===== src/bce_bank_dummy_end.sv =====
// intentionally empty
`default_nettype none
`default_nettype wire


===== src/bce_pkg.sv =====
// package for the balance channel enable bank: register map, reset values, fault carrier
// assumes a single aclk domain and an axi4-lite register bus with 32-bit data
`default_nettype none

package bce_pkg;

   // =====================================================================
   // register map
   // the register is known by its index; its byte address is four times the index
   localparam int unsigned           ADDR_W          = 16;
   localparam int unsigned           NUM_CH          = 7;
   localparam logic [ADDR_W-1:0]     ENABLE_LOW_IDX  = 16'h1002;
   localparam logic [ADDR_W-1:0]     ENABLE_LOW_ADDR = 16'h4008;
   localparam logic [NUM_CH-1:0]     ENABLE_RESET    = 7'h00;
   localparam int unsigned           ENABLE_LSB      = 0;

   // =====================================================================
   // axi response codes
   localparam logic [1:0]            RESP_OKAY       = 2'h0;
   localparam logic [1:0]            RESP_SLVERR     = 2'h2;

   // =====================================================================
   // per-channel fault and timeout indications plus under-voltage check enables, one bit per channel
   typedef struct packed {
      logic [NUM_CH-1:0] over_current;
      logic [NUM_CH-1:0] under_voltage;
      logic [NUM_CH-1:0] uv_check_on;
      logic [NUM_CH-1:0] timer_expired;
   } bce_faults_t;

endpackage

`default_nettype wire


===== src/bce_bank.sv =====
// balance channel enable bank for channels 0 to 6, behind an axi4-lite slave
// assumes fault detectors and channel timers drive the fault struct synchronously to aclk
//
// What this block does
// - an enable bit at one turns balancing on for that channel, channels 0 to 6
// - an enable bit at zero stops balancing and halts that channel's timer
// - all enable bits are zero after reset, so no channel balances
// - an over-current on a channel clears that channel's enable bit
// - an under-voltage with checking enabled clears that channel's enable bit
// - expiry of the channel's balancing timer clears that channel's enable bit
// - software reads and writes the enable bits at bit positions 0 to 6
//
// Design decision made here: the AXI4-Lite slave port.
`timescale 1ns/1ps
`default_nettype none

module bce_bank (
   input  wire logic                          aclk,
   input  wire logic                          aresetn,
   input  wire logic [bce_pkg::ADDR_W-1:0]    s_axi_awaddr,
   input  wire logic                          s_axi_awvalid,
   output logic                               s_axi_awready,
   input  wire logic [31:0]                   s_axi_wdata,
   input  wire logic [3:0]                    s_axi_wstrb,
   input  wire logic                          s_axi_wvalid,
   output logic                               s_axi_wready,
   output logic [1:0]                         s_axi_bresp,
   output logic                               s_axi_bvalid,
   input  wire logic                          s_axi_bready,
   input  wire logic [bce_pkg::ADDR_W-1:0]    s_axi_araddr,
   input  wire logic                          s_axi_arvalid,
   output logic                               s_axi_arready,
   output logic [31:0]                        s_axi_rdata,
   output logic [1:0]                         s_axi_rresp,
   output logic                               s_axi_rvalid,
   input  wire logic                          s_axi_rready,
   input  wire bce_pkg::bce_faults_t          faults,
   output logic [bce_pkg::NUM_CH-1:0]         balance_on_ch,
   output logic [bce_pkg::NUM_CH-1:0]         timer_run_ch
);

   // =====================================================================
   // decode
   function automatic logic addr_hit(input logic [bce_pkg::ADDR_W-1:0] a);
      addr_hit = (a[bce_pkg::ADDR_W-1:2] == bce_pkg::ENABLE_LOW_ADDR[bce_pkg::ADDR_W-1:2]);
   endfunction

   logic                         aw_held_reg;
   logic [bce_pkg::ADDR_W-1:0]   aw_addr_reg;
   logic                         w_held_reg;
   logic [31:0]                  w_data_reg;
   logic [3:0]                   w_strb_reg;
   logic [bce_pkg::NUM_CH-1:0]   enable_reg;
   logic [bce_pkg::NUM_CH-1:0]   enable_next;
   logic [bce_pkg::NUM_CH-1:0]   fault_clear;
   logic                         aw_hs;
   logic                         w_hs;
   logic                         ar_hs;
   logic                         do_write;
   logic                         wr_hit;
   logic                         aw_held_next;
   logic                         w_held_next;
   logic                         rvalid_next;

   assign aw_hs    = s_axi_awvalid & s_axi_awready;
   assign w_hs     = s_axi_wvalid & s_axi_wready;
   assign ar_hs    = s_axi_arvalid & s_axi_arready;
   // one write is retired only once the previous response has been taken
   assign do_write = aw_held_reg & w_held_reg & ~s_axi_bvalid;
   assign wr_hit   = do_write & addr_hit(aw_addr_reg) & w_strb_reg[0];

   assign aw_held_next = (aw_held_reg | aw_hs) & ~do_write;
   assign w_held_next  = (w_held_reg | w_hs) & ~do_write;
   assign rvalid_next  = (s_axi_rvalid & ~s_axi_rready) | ar_hs;

   // =====================================================================
   // write channel capture, address and data taken in either order
   always_ff @(posedge aclk) begin
      if (!aresetn) begin
         aw_held_reg   <= 1'b0;
         aw_addr_reg   <= '0;
         s_axi_awready <= 1'b0;
      end else begin
         aw_held_reg   <= aw_held_next;
         s_axi_awready <= ~aw_held_next;
         if (aw_hs) begin
            aw_addr_reg <= s_axi_awaddr;
         end
      end
   end

   always_ff @(posedge aclk) begin
      if (!aresetn) begin
         w_held_reg   <= 1'b0;
         w_data_reg   <= '0;
         w_strb_reg   <= '0;
         s_axi_wready <= 1'b0;
      end else begin
         w_held_reg   <= w_held_next;
         s_axi_wready <= ~w_held_next;
         if (w_hs) begin
            w_data_reg <= s_axi_wdata;
            w_strb_reg <= s_axi_wstrb;
         end
      end
   end

   // =====================================================================
   // write response; unmapped addresses answer slverr and change nothing
   always_ff @(posedge aclk) begin
      if (!aresetn) begin
         s_axi_bvalid <= 1'b0;
         s_axi_bresp  <= bce_pkg::RESP_OKAY;
      end else if (do_write) begin
         s_axi_bvalid <= 1'b1;
         s_axi_bresp  <= addr_hit(aw_addr_reg) ? bce_pkg::RESP_OKAY : bce_pkg::RESP_SLVERR;
      end else if (s_axi_bready) begin
         s_axi_bvalid <= 1'b0;
      end
   end

   // =====================================================================
   // read channel; bits above channel 6 read zero, they belong elsewhere
   always_ff @(posedge aclk) begin
      if (!aresetn) begin
         s_axi_rvalid  <= 1'b0;
         s_axi_rdata   <= '0;
         s_axi_rresp   <= bce_pkg::RESP_OKAY;
         s_axi_arready <= 1'b0;
      end else begin
         s_axi_rvalid  <= rvalid_next;
         s_axi_arready <= ~rvalid_next;
         if (ar_hs) begin
            if (addr_hit(s_axi_araddr)) begin
               s_axi_rdata <= {25'h0, enable_reg};
               s_axi_rresp <= bce_pkg::RESP_OKAY;
            end else begin
               s_axi_rdata <= '0;
               s_axi_rresp <= bce_pkg::RESP_SLVERR;
            end
         end
      end
   end

   // =====================================================================
   // enable bits
   // under-voltage only counts while its check is on for that channel
   assign fault_clear = faults.over_current
                      | (faults.under_voltage & faults.uv_check_on)
                      | faults.timer_expired;

   always_comb begin
      enable_next = enable_reg;
      if (wr_hit) begin
         enable_next = s_axi_wdata_field(w_data_reg);
      end
      // clear applied last so a fault beats a same-cycle software set
      enable_next = enable_next & ~fault_clear;
   end

   function automatic logic [bce_pkg::NUM_CH-1:0] s_axi_wdata_field(input logic [31:0] d);
      s_axi_wdata_field = d[bce_pkg::ENABLE_LSB +: bce_pkg::NUM_CH];
   endfunction

   always_ff @(posedge aclk) begin
      if (!aresetn) begin
         enable_reg    <= bce_pkg::ENABLE_RESET;
         balance_on_ch <= bce_pkg::ENABLE_RESET;
         timer_run_ch  <= bce_pkg::ENABLE_RESET;
      end else begin
         enable_reg    <= enable_next;
         balance_on_ch <= enable_next;
         // a disabled channel holds its timer still
         timer_run_ch  <= enable_next;
      end
   end

   // =====================================================================
   // checks
   chk_reset_clears_enables: assert property (@(posedge aclk) disable iff (!aresetn)
      $rose(aresetn) |-> (enable_reg == '0 && balance_on_ch == '0))
      else $error("enable bits not zero after reset");

   chk_overcurrent_clears: assert property (@(posedge aclk) disable iff (!aresetn)
      (faults.over_current != '0) |=>
      ((balance_on_ch & $past(faults.over_current)) == '0))
      else $error("over-current did not clear enable");

   chk_undervoltage_clears: assert property (@(posedge aclk) disable iff (!aresetn)
      ((faults.under_voltage & faults.uv_check_on) != '0) |=>
      ((enable_reg & $past(faults.under_voltage & faults.uv_check_on)) == '0))
      else $error("checked under-voltage did not clear enable");

   chk_uv_unchecked_keeps: assert property (@(posedge aclk) disable iff (!aresetn)
      (!wr_hit && faults.over_current == '0 && faults.timer_expired == '0 &&
       (faults.under_voltage & faults.uv_check_on) == '0) |=> $stable(enable_reg))
      else $error("enable changed without cause");

   chk_timeout_clears: assert property (@(posedge aclk) disable iff (!aresetn)
      (faults.timer_expired != '0) |=>
      ((timer_run_ch & $past(faults.timer_expired)) == '0))
      else $error("timer expiry did not clear enable");

   chk_write_sets_bits: assert property (@(posedge aclk) disable iff (!aresetn)
      (wr_hit && fault_clear == '0) |=>
      (balance_on_ch == $past(w_data_reg[6:0])))
      else $error("write did not reach balance outputs");

   chk_clear_beats_set: assert property (@(posedge aclk) disable iff (!aresetn)
      (wr_hit && (w_data_reg[6:0] & fault_clear) != '0) |=>
      ((enable_reg & $past(fault_clear)) == '0))
      else $error("software set won over fault clear");

   chk_timer_follows_enable: assert property (@(posedge aclk) disable iff (!aresetn)
      (timer_run_ch == balance_on_ch) && (balance_on_ch == enable_reg))
      else $error("timer runs on a disabled channel");

   chk_read_returns_enables: assert property (@(posedge aclk) disable iff (!aresetn)
      (ar_hs && addr_hit(s_axi_araddr)) |=>
      (s_axi_rvalid && s_axi_rdata == {25'h0, $past(enable_reg)} &&
       s_axi_rresp == bce_pkg::RESP_OKAY))
      else $error("read data differs from enable bits");

   chk_write_answered: assert property (@(posedge aclk) disable iff (!aresetn)
      (aw_held_reg && w_held_reg) |-> ##[0:2] s_axi_bvalid)
      else $error("write response missing");

   cov_write_enable: cover property (@(posedge aclk) disable iff (!aresetn)
      wr_hit && w_data_reg[6:0] != '0);
   cov_read_enable: cover property (@(posedge aclk) disable iff (!aresetn)
      s_axi_rvalid && s_axi_rready && s_axi_rdata != '0);
   cov_fault_on_active: cover property (@(posedge aclk) disable iff (!aresetn)
      (enable_reg & fault_clear) != '0);
   cov_write_fault_clash: cover property (@(posedge aclk) disable iff (!aresetn)
      wr_hit && (w_data_reg[6:0] & fault_clear) != '0);

endmodule

`default_nettype wire


===== config.mk =====
export PLATFORM = sky130hd
export DESIGN_NAME = bce_bank
export DESIGN_NICKNAME = d
export VERILOG_FILES = /design/src/bce_bank_dummy_end.sv /design/src/bce_pkg.sv /design/src/bce_bank.sv
export SDC_FILE = /design/constraint.sdc
export NUM_CORES = 1
export LEC_CHECK = 0
export BUFFER_PORTS_ARGS = -buffer_cell sky130_fd_sc_hd__buf_2
export CORE_MARGIN = 2
export CORE_UTILIZATION = 40
export CTS_CLUSTER_SIZE = 14
export DETAILED_ROUTE_END_ITERATION = 12
export GPL_ROUTABILITY_DRIVEN = 0
export GPL_TIMING_DRIVEN = 0
export PLACE_DENSITY = 0.86
export SYNTH_ARGS = -nofsm -noshare
export SYNTH_HDL_FRONTEND = slang
export SYNTH_SLANG_ARGS = --single-unit

===== constraint.sdc =====
create_clock -name aclk -period 2.93 [get_ports aclk]
set_input_delay 0.586 -clock aclk [delete_from_list [all_inputs] [get_ports aclk]]
set_output_delay 0.586 -clock aclk [all_outputs]
set_load 0.01 [all_outputs]

==> out/results.md, run 1 <==
### Critical path
- input pin — Critical Path Start Type
- buf_2 -> or4_4 -> nor4_4 -> a22oi_1 -> nor2_1 — critical path, cell by cell
- 8 — largest fanout on the critical path
- 5 — cells on worst reg2reg path
- 1350 ps — setup slack on the worst flop-to-flop path
- 3170 ps — WP data required
- aw_addr_reg[8] — R2R Path Start
- enable_reg[4] — RR Endpoint
- 540 ps — delay of the slowest critical-path stage
- or4_4 — slowest cell on the critical path
- 1980 ps — data arrival time at the worst-slack endpoint
- in2reg — category of the critical setup timing path
- register — Worst Setup End Kind

### STA
- 575.5 MHz — Max Clock Freq
- 59.31% — share of the clock period used by the worst path
- 0 — final-report hold violation count
- false — setup repair after global routing missed its margin
- 458.1 ps — final hold slack
- 0 — Final setup viols
- 0 — count of final max-slew check failures
- 0 ps — Final TNS setup
- 1738 ps — minimum clock period after layout
- 10.39 ps — worst clock skew

### Cells and area
- 38.48% — fraction of layout cells with a size suffix above 1
- 14 — number of flip-flops under the largest register name
- 39.38% — Area Overhead vs Synth
- 471 — number of nets in the finished design
- buf_2 — leading cell type in the layout, fill and taps excluded
- 97 x buf_2, 45 x dfxtp_1, 40 x nand2_1 — commonest cells after routing, fill and taps aside
- 0 — number of antenna repair diodes

### Routing
- 4 — drt first pass iters
- 40 — Starting DRT DRC Count
- 11.14 µm — routed len/inst
- 0 — DRC
- 0 — final antenna-violating net count
- 4855 µm — wirelength, routed
- 4.537 — Via density
- 1978 — vias after detailed routing

### Hold path
- 2 — Worst Hold Depth
- reg2reg — class of the worst hold path
- aw_addr_reg[7] — worst hold path endpoint
- aw_addr_reg[7] — hold path start

### Flow run
- 0 — number of max-capacitance violations reported

### Die
- 25 — total number of placement rows
- 74.46 µm — die extent in y
- 5544 µm² — die area
- 4755 µm² — core box area
- 74.46 µm — horizontal die dimension
- 41.76% — initial core utilization
- 158 — number of top-level pins

### Yosys
- 29 — library cells used by synthesis
- 238 — cell count after synthesis
- 8.343 µm² — average footprint of a synthesized cell
- 45.37% — register area share after synthesis
- 0% — Synth async-reset ratio
- 1986 µm² — summed instance area of the synthesized netlist
- 0 — number of warning messages in the yosys log
- dfxtp_1 — most common flop cell mapped by yosys
- 0 — number of flops mapped to enable cells by yosys
- 45 — number of storage elements in the synthesis netlist

### Placement
- 97 — count of buffers inserted at the top-level ports
- 4013 µm — sum of net half-perimeters after detailed placement

### Pwr
- 462.4 nW/µm² — power density relative to cell area
- 23.94% — fraction of power spent switching nets
- 973.5 µW — P_int
- 13.3% — share of total power in combinational logic
- 306.4 µW — power spent charging and discharging nets
- 50.5% — Flop pwr share
- 0.0002354 V — worst-case vdd ir drop
- 36.2% — power share of the clock group
- 1.319 nW — LEAKAGE

### Clock tree
- clkbuf_8 — cell chosen for the clock root
- 0 — post-cts resize count
- 2 — H-tree level count
- 0 — Hold-fix buffers, CTS
- 2 — Max clock buf depth
- 90 ps — clock input transition at the sequential cells of the worst setup and hold paths
- 0 — count of buffers added by post-CTS timing repair for setup
- yes — CTS tree
- 5 — number of buffers created by CTS
- 45 — clock sinks
- 300 ps — latest clock arrival within the worst-skew pair

### Global route
- 0 — initial antenna violation count
- 1757 — vias in the first global route
- 17.27% — total track usage
- 0 — total congestion overflow
- 7307 µm — global-route wire length before repair
- 16 — maximum number of pins on one net before global-route repair

### Status
- finished clean — outcome

## cell type report
| type | instances | area (µm²) |
|---|---|---|
| plain buffers | 46 | 300.3 |
| clock buffers | 5 | 68.82 |
| clock inverters | 3 | 46.29 |
| fillers | 472 | 1987 |
| inverters | 2 | 7.507 |
| multi-input cells | 171 | 874.6 |
| flip-flops and latches | 45 | 900.9 |
| well taps | 67 | 83.83 |
| repair buffers | 97 | 485.5 |
## cells by family (layout without fill, tap and decap cells)
logic type      count (synthesis)  in the layout  share of synthesized area, %
simple gates                   89             89                         21.86
other cells                     1             27                        0.1889
compound gates                 55             55                         17.08
flops                          45             45                         45.37
buf+inv                        48            153                         15.50
## worst max-delay path: cells and delay by family
family	cells	cell delay (ps)
AND/OR/NAND/NOR	3	1160
AO/OA/AOI/OAI	1	140
buffers and inverters	1	100
## Yosys cell counts, types with 2 or more instances
| cell | instances | share of area (%) |
|---|---|---|
| inv_1 | 2 | 0.38 |
| and2_1 | 2 | 0.63 |
| a21boi_0 | 7 | 2.6 |
| o21ai_0 | 7 | 1.8 |
| a22oi_1 | 7 | 2.6 |
| dfxtp_1 | 45 | 45 |
| buf_1 | 2 | 0.38 |
| clkbuf_1 | 10 | 1.9 |
| nand3_1 | 15 | 3.8 |
| buf_4 | 34 | 13 |
| nor4_1 | 2 | 0.63 |
| a2111oi_0 | 7 | 3.1 |
| nand2b_1 | 2 | 0.63 |
| a21oi_1 | 26 | 6.6 |
| nor2_1 | 17 | 3.2 |
| nand2_1 | 40 | 7.6 |
## metal layers
layer,global-route usage [%],wire length [µm],vias to the layer above,part of all wire (%)
li1,-,-,1018,-
met1,18.41,1927,871,40
met2,32.06,2448,81,50
met3,5.285,403,8,8.3
met4,5.952,76,0,1.6
met5,0,0,-,0
## worst max-delay path by stage
stage                          startpoint        endpoint  slack (ps)  depth (start not counted)
final                     s_axi_araddr[2]  s_axi_rdata[4]        1190                          5
after global placement    s_axi_araddr[2]  s_axi_rdata[3]         910                          5
after CTS                 s_axi_araddr[2]  s_axi_rdata[4]        1190                          5
after detailed placement  s_axi_araddr[2]  s_axi_rdata[4]         870                          5
after floorplan           s_axi_araddr[2]  s_axi_rdata[0]        1140                          4
after global routing      s_axi_araddr[2]  s_axi_rdata[4]        1110                          5
## power by group through the flow
stage / registers (mW) / clock network, mW / logic, mW
finish: 0.646 / 0.464 / 0.170
global route: 0.649 / 0.501 / 0.191
floorplan: 0.661 / 0 / 0.100
CTS: 0.646 / 0.478 / 0.170
global placement: 0.659 / 0 / 0.166
detailed placement: 0.660 / 0 / 0.169
## per-stage QoR
step,total power [mW],setup WS [ps],util (%),instances,cell area [µm²]
6_report,1.280,1192,58.21,436,2768
5_1_grt,1.341,1105,58.21,436,2768
4_1_cts,1.294,1185,58.21,436,2768
3_5_place_dp,0.8298,866.7,55.79,428,2653
3_3_place_gp,0.8252,906.4,55.79,428,2653
2_1_floorplan,0.7614,1139,-,264,2083
No activity file was read; power rests on OpenSTA's default activity.
==> run 2: changes to the inputs <==
--- a/config.mk
+++ b/config.mk
@@ -7,12 +7,12 @@
 export LEC_CHECK = 0
 export BUFFER_PORTS_ARGS = -buffer_cell sky130_fd_sc_hd__buf_2
 export CORE_MARGIN = 2
-export CORE_UTILIZATION = 40
+export CORE_UTILIZATION = 39
 export CTS_CLUSTER_SIZE = 14
 export DETAILED_ROUTE_END_ITERATION = 12
 export GPL_ROUTABILITY_DRIVEN = 0
 export GPL_TIMING_DRIVEN = 0
-export PLACE_DENSITY = 0.86
+export PLACE_DENSITY = 0.84
 export SYNTH_ARGS = -nofsm -noshare
 export SYNTH_HDL_FRONTEND = slang
 export SYNTH_SLANG_ARGS = --single-unit
==> constraint.sdc (replaced) <==
create_clock -name aclk -period 1.8 [get_ports aclk]
set_input_delay 0.36 -clock aclk [delete_from_list [all_inputs] [get_ports aclk]]
set_output_delay 0.36 -clock aclk [all_outputs]
set_load 0.01 [all_outputs]
==> run 2 against run 1 <==
Effect of this change: die area up 2.4%; total power rose by 64%; worst hold slack got worse by 150 ps; first-iteration DRC count rose by 65%; cell area barely moved; sequential share of layout area is essentially flat; clock power rose by 65%.
==> out/results.md, run 2 (synthesis gave the netlist of run 1 again) <==
### Status
- finished clean — outcome

### Placement
- 428 — Cells after DPL
- 4125 µm — sum of net half-perimeters after detailed placement
- -37.43 ps — pre-CTS setup slack
- 97 — count of buffers inserted at the top-level ports
- 2653 µm² — area post-placement

### STA
- 632.5 MHz — Max Clock Freq
- 67.19% — normalized max-slew margin
- 479.7 ps — Worst Tran Pin Value
- 219.0 ps — setup slack after layout
- 0 — count of final max-slew check failures
- 0 — final-report hold violation count
- false — setup repair after global routing missed its margin
- 87.83% — share of the clock period used by the worst path
- 0 ps — Final TNS setup
- 7.092 ps — worst clock skew
- 1581 ps — minimum clock period after layout
- 0 — Final setup viols
- 308.9 ps — final hold slack

### Pwr
- 758.1 nW/µm² — power density relative to cell area
- 0.0004786 V — worst-case vdd ir drop
- 2.099 mW — overall power of the completed layout
- 1.323 nW — LEAKAGE

### Cells and area
- 874.6 µm² — Multi-input gate area
- 97 x buf_2, 45 x dfxtp_1, 40 x nand2_1 — commonest cells after routing, fill and taps aside
- 0 — number of antenna repair diodes
- 39.45% — Area Overhead vs Synth
- 459 — total of fill cells in the finished design
- 900.9 µm² — Seq. cell area
- buf_2 — leading cell type in the layout, fill and taps excluded
- 471 — number of nets in the finished design
- 38.21% — fraction of layout cells with a size suffix above 1
- 14 — number of flip-flops under the largest register name
- 57.48% — utilization after layout
- 436 — number of cells in the finished layout apart from fillers
- 2769 µm² — final cell area excluding filler cells

### Critical path
- 1800 ps — data arrival time at the worst-slack endpoint
- enable_reg[4] — RR Endpoint
- reg2reg — category of the critical setup timing path
- nor4_1 -> and4_1 -> clkbuf_1 -> nand3_1 -> a21boi_0 — critical path, cell by cell
- aw_addr_reg[8] — R2R Path Start
- 5 — cells on worst reg2reg path
- 2020 ps — WP data required
- 220 ps — setup slack on the worst flop-to-flop path
- register — Worst Setup End Kind
- nor4_1 — slowest cell on the critical path
- 8 — largest fanout on the critical path
- 410 ps — delay of the slowest critical-path stage
- register — Critical Path Start Type

### Routing
- 0 — final antenna-violating net count
- 1979 — vias after detailed routing
- 435 µm — Routed met3 length
- 1888 µm — met1 wire length
- 4.539 — Via density
- 2594 µm — Met2 Wirelength
- 0 — DRC
- 11.35 µm — routed len/inst
- met4 — top routing layer in use
- 4949 µm — wirelength, routed
- 66 — Starting DRT DRC Count
- 4 — drt first pass iters

### Clock tree
- 2 — H-tree level count
- clkbuf_8 — cell chosen for the clock root
- 0 — count of buffers added by post-CTS timing repair for setup
- yes — CTS tree
- 5 — number of buffers created by CTS
- 2 — Max clock buf depth
- 0 — post-cts resize count
- 290 ps — latest clock arrival within the worst-skew pair
- 45 — clock sinks
- 0 — Hold-fix buffers, CTS
- 80 ps — clock input transition at the sequential cells of the worst setup and hold paths

### Die
- 75.36 µm — horizontal die dimension
- 41.22% — initial core utilization
- 4817 µm² — core box area
- 75.36 µm — die extent in y
- 25 — total number of placement rows
- 5678 µm² — die area
- 158 — number of top-level pins

### Global route
- 0 — initial antenna violation count
- 0 — total congestion overflow
- 7238 µm — global-route wire length before repair
- 16.57% — total track usage
- 14 — maximum number of pins on one net before global-route repair
- 1719 — vias in the first global route

### Hold path
- 3 — Worst Hold Depth
- in2reg — class of the worst hold path
- s_axi_awaddr[7] — hold path start
- aw_addr_reg[7] — worst hold path endpoint

### Flow run
- 0 — number of max-capacitance violations reported

[run 2: layout make-up]
class | instances | share of cell area [%]
buffer | 46 | 10.84
clock buffer | 7 | 3.118
clock inverter | 1 | 1.084
inverter | 2 | 0.2711
multi-input combinational | 171 | 31.59
sequential | 45 | 32.53
tap | 67 | 3.028
timing repair buffer | 97 | 17.53
[run 2: where the power goes]
part | internal, mW | total (mW) | leakage (nW) | switching (mW)
Clock | 0.452 | 0.766 | 0.0585 | 0.313
Sequential | 1.03 | 1.05 | 0.366 | 0.0199
Combinational | 0.137 | 0.281 | 0.899 | 0.144
[run 2: metal layers]
metal,track usage (%),up-vias
met1,17.37,867
li1,-,1021
met4,3.119,0
met2,32.17,87
met5,0,-
met3,5.423,4
[run 2: how the worst max path moves through the flow]
stage,endpoint,start,slack (ps)
floorplan,s_axi_rdata[0],s_axi_araddr[2],230
global placement,s_axi_rdata[0],s_axi_araddr[2],-5
detailed placement,s_axi_rdata[6],s_axi_araddr[2],-40
CTS,enable_reg[2],aw_addr_reg[8],230
global route,enable_reg[1],aw_addr_reg[8],60
finish,enable_reg[4],aw_addr_reg[8],220
[run 2: critical path: cells and delay by family, from the launching register on]
family / cells / cell delay (ps)
AO/OA/AOI/OAI: 1 / 150
buffers and inverters: 1 / 280
AND/OR/NAND/NOR: 3 / 780
flip-flops: 1 / 310
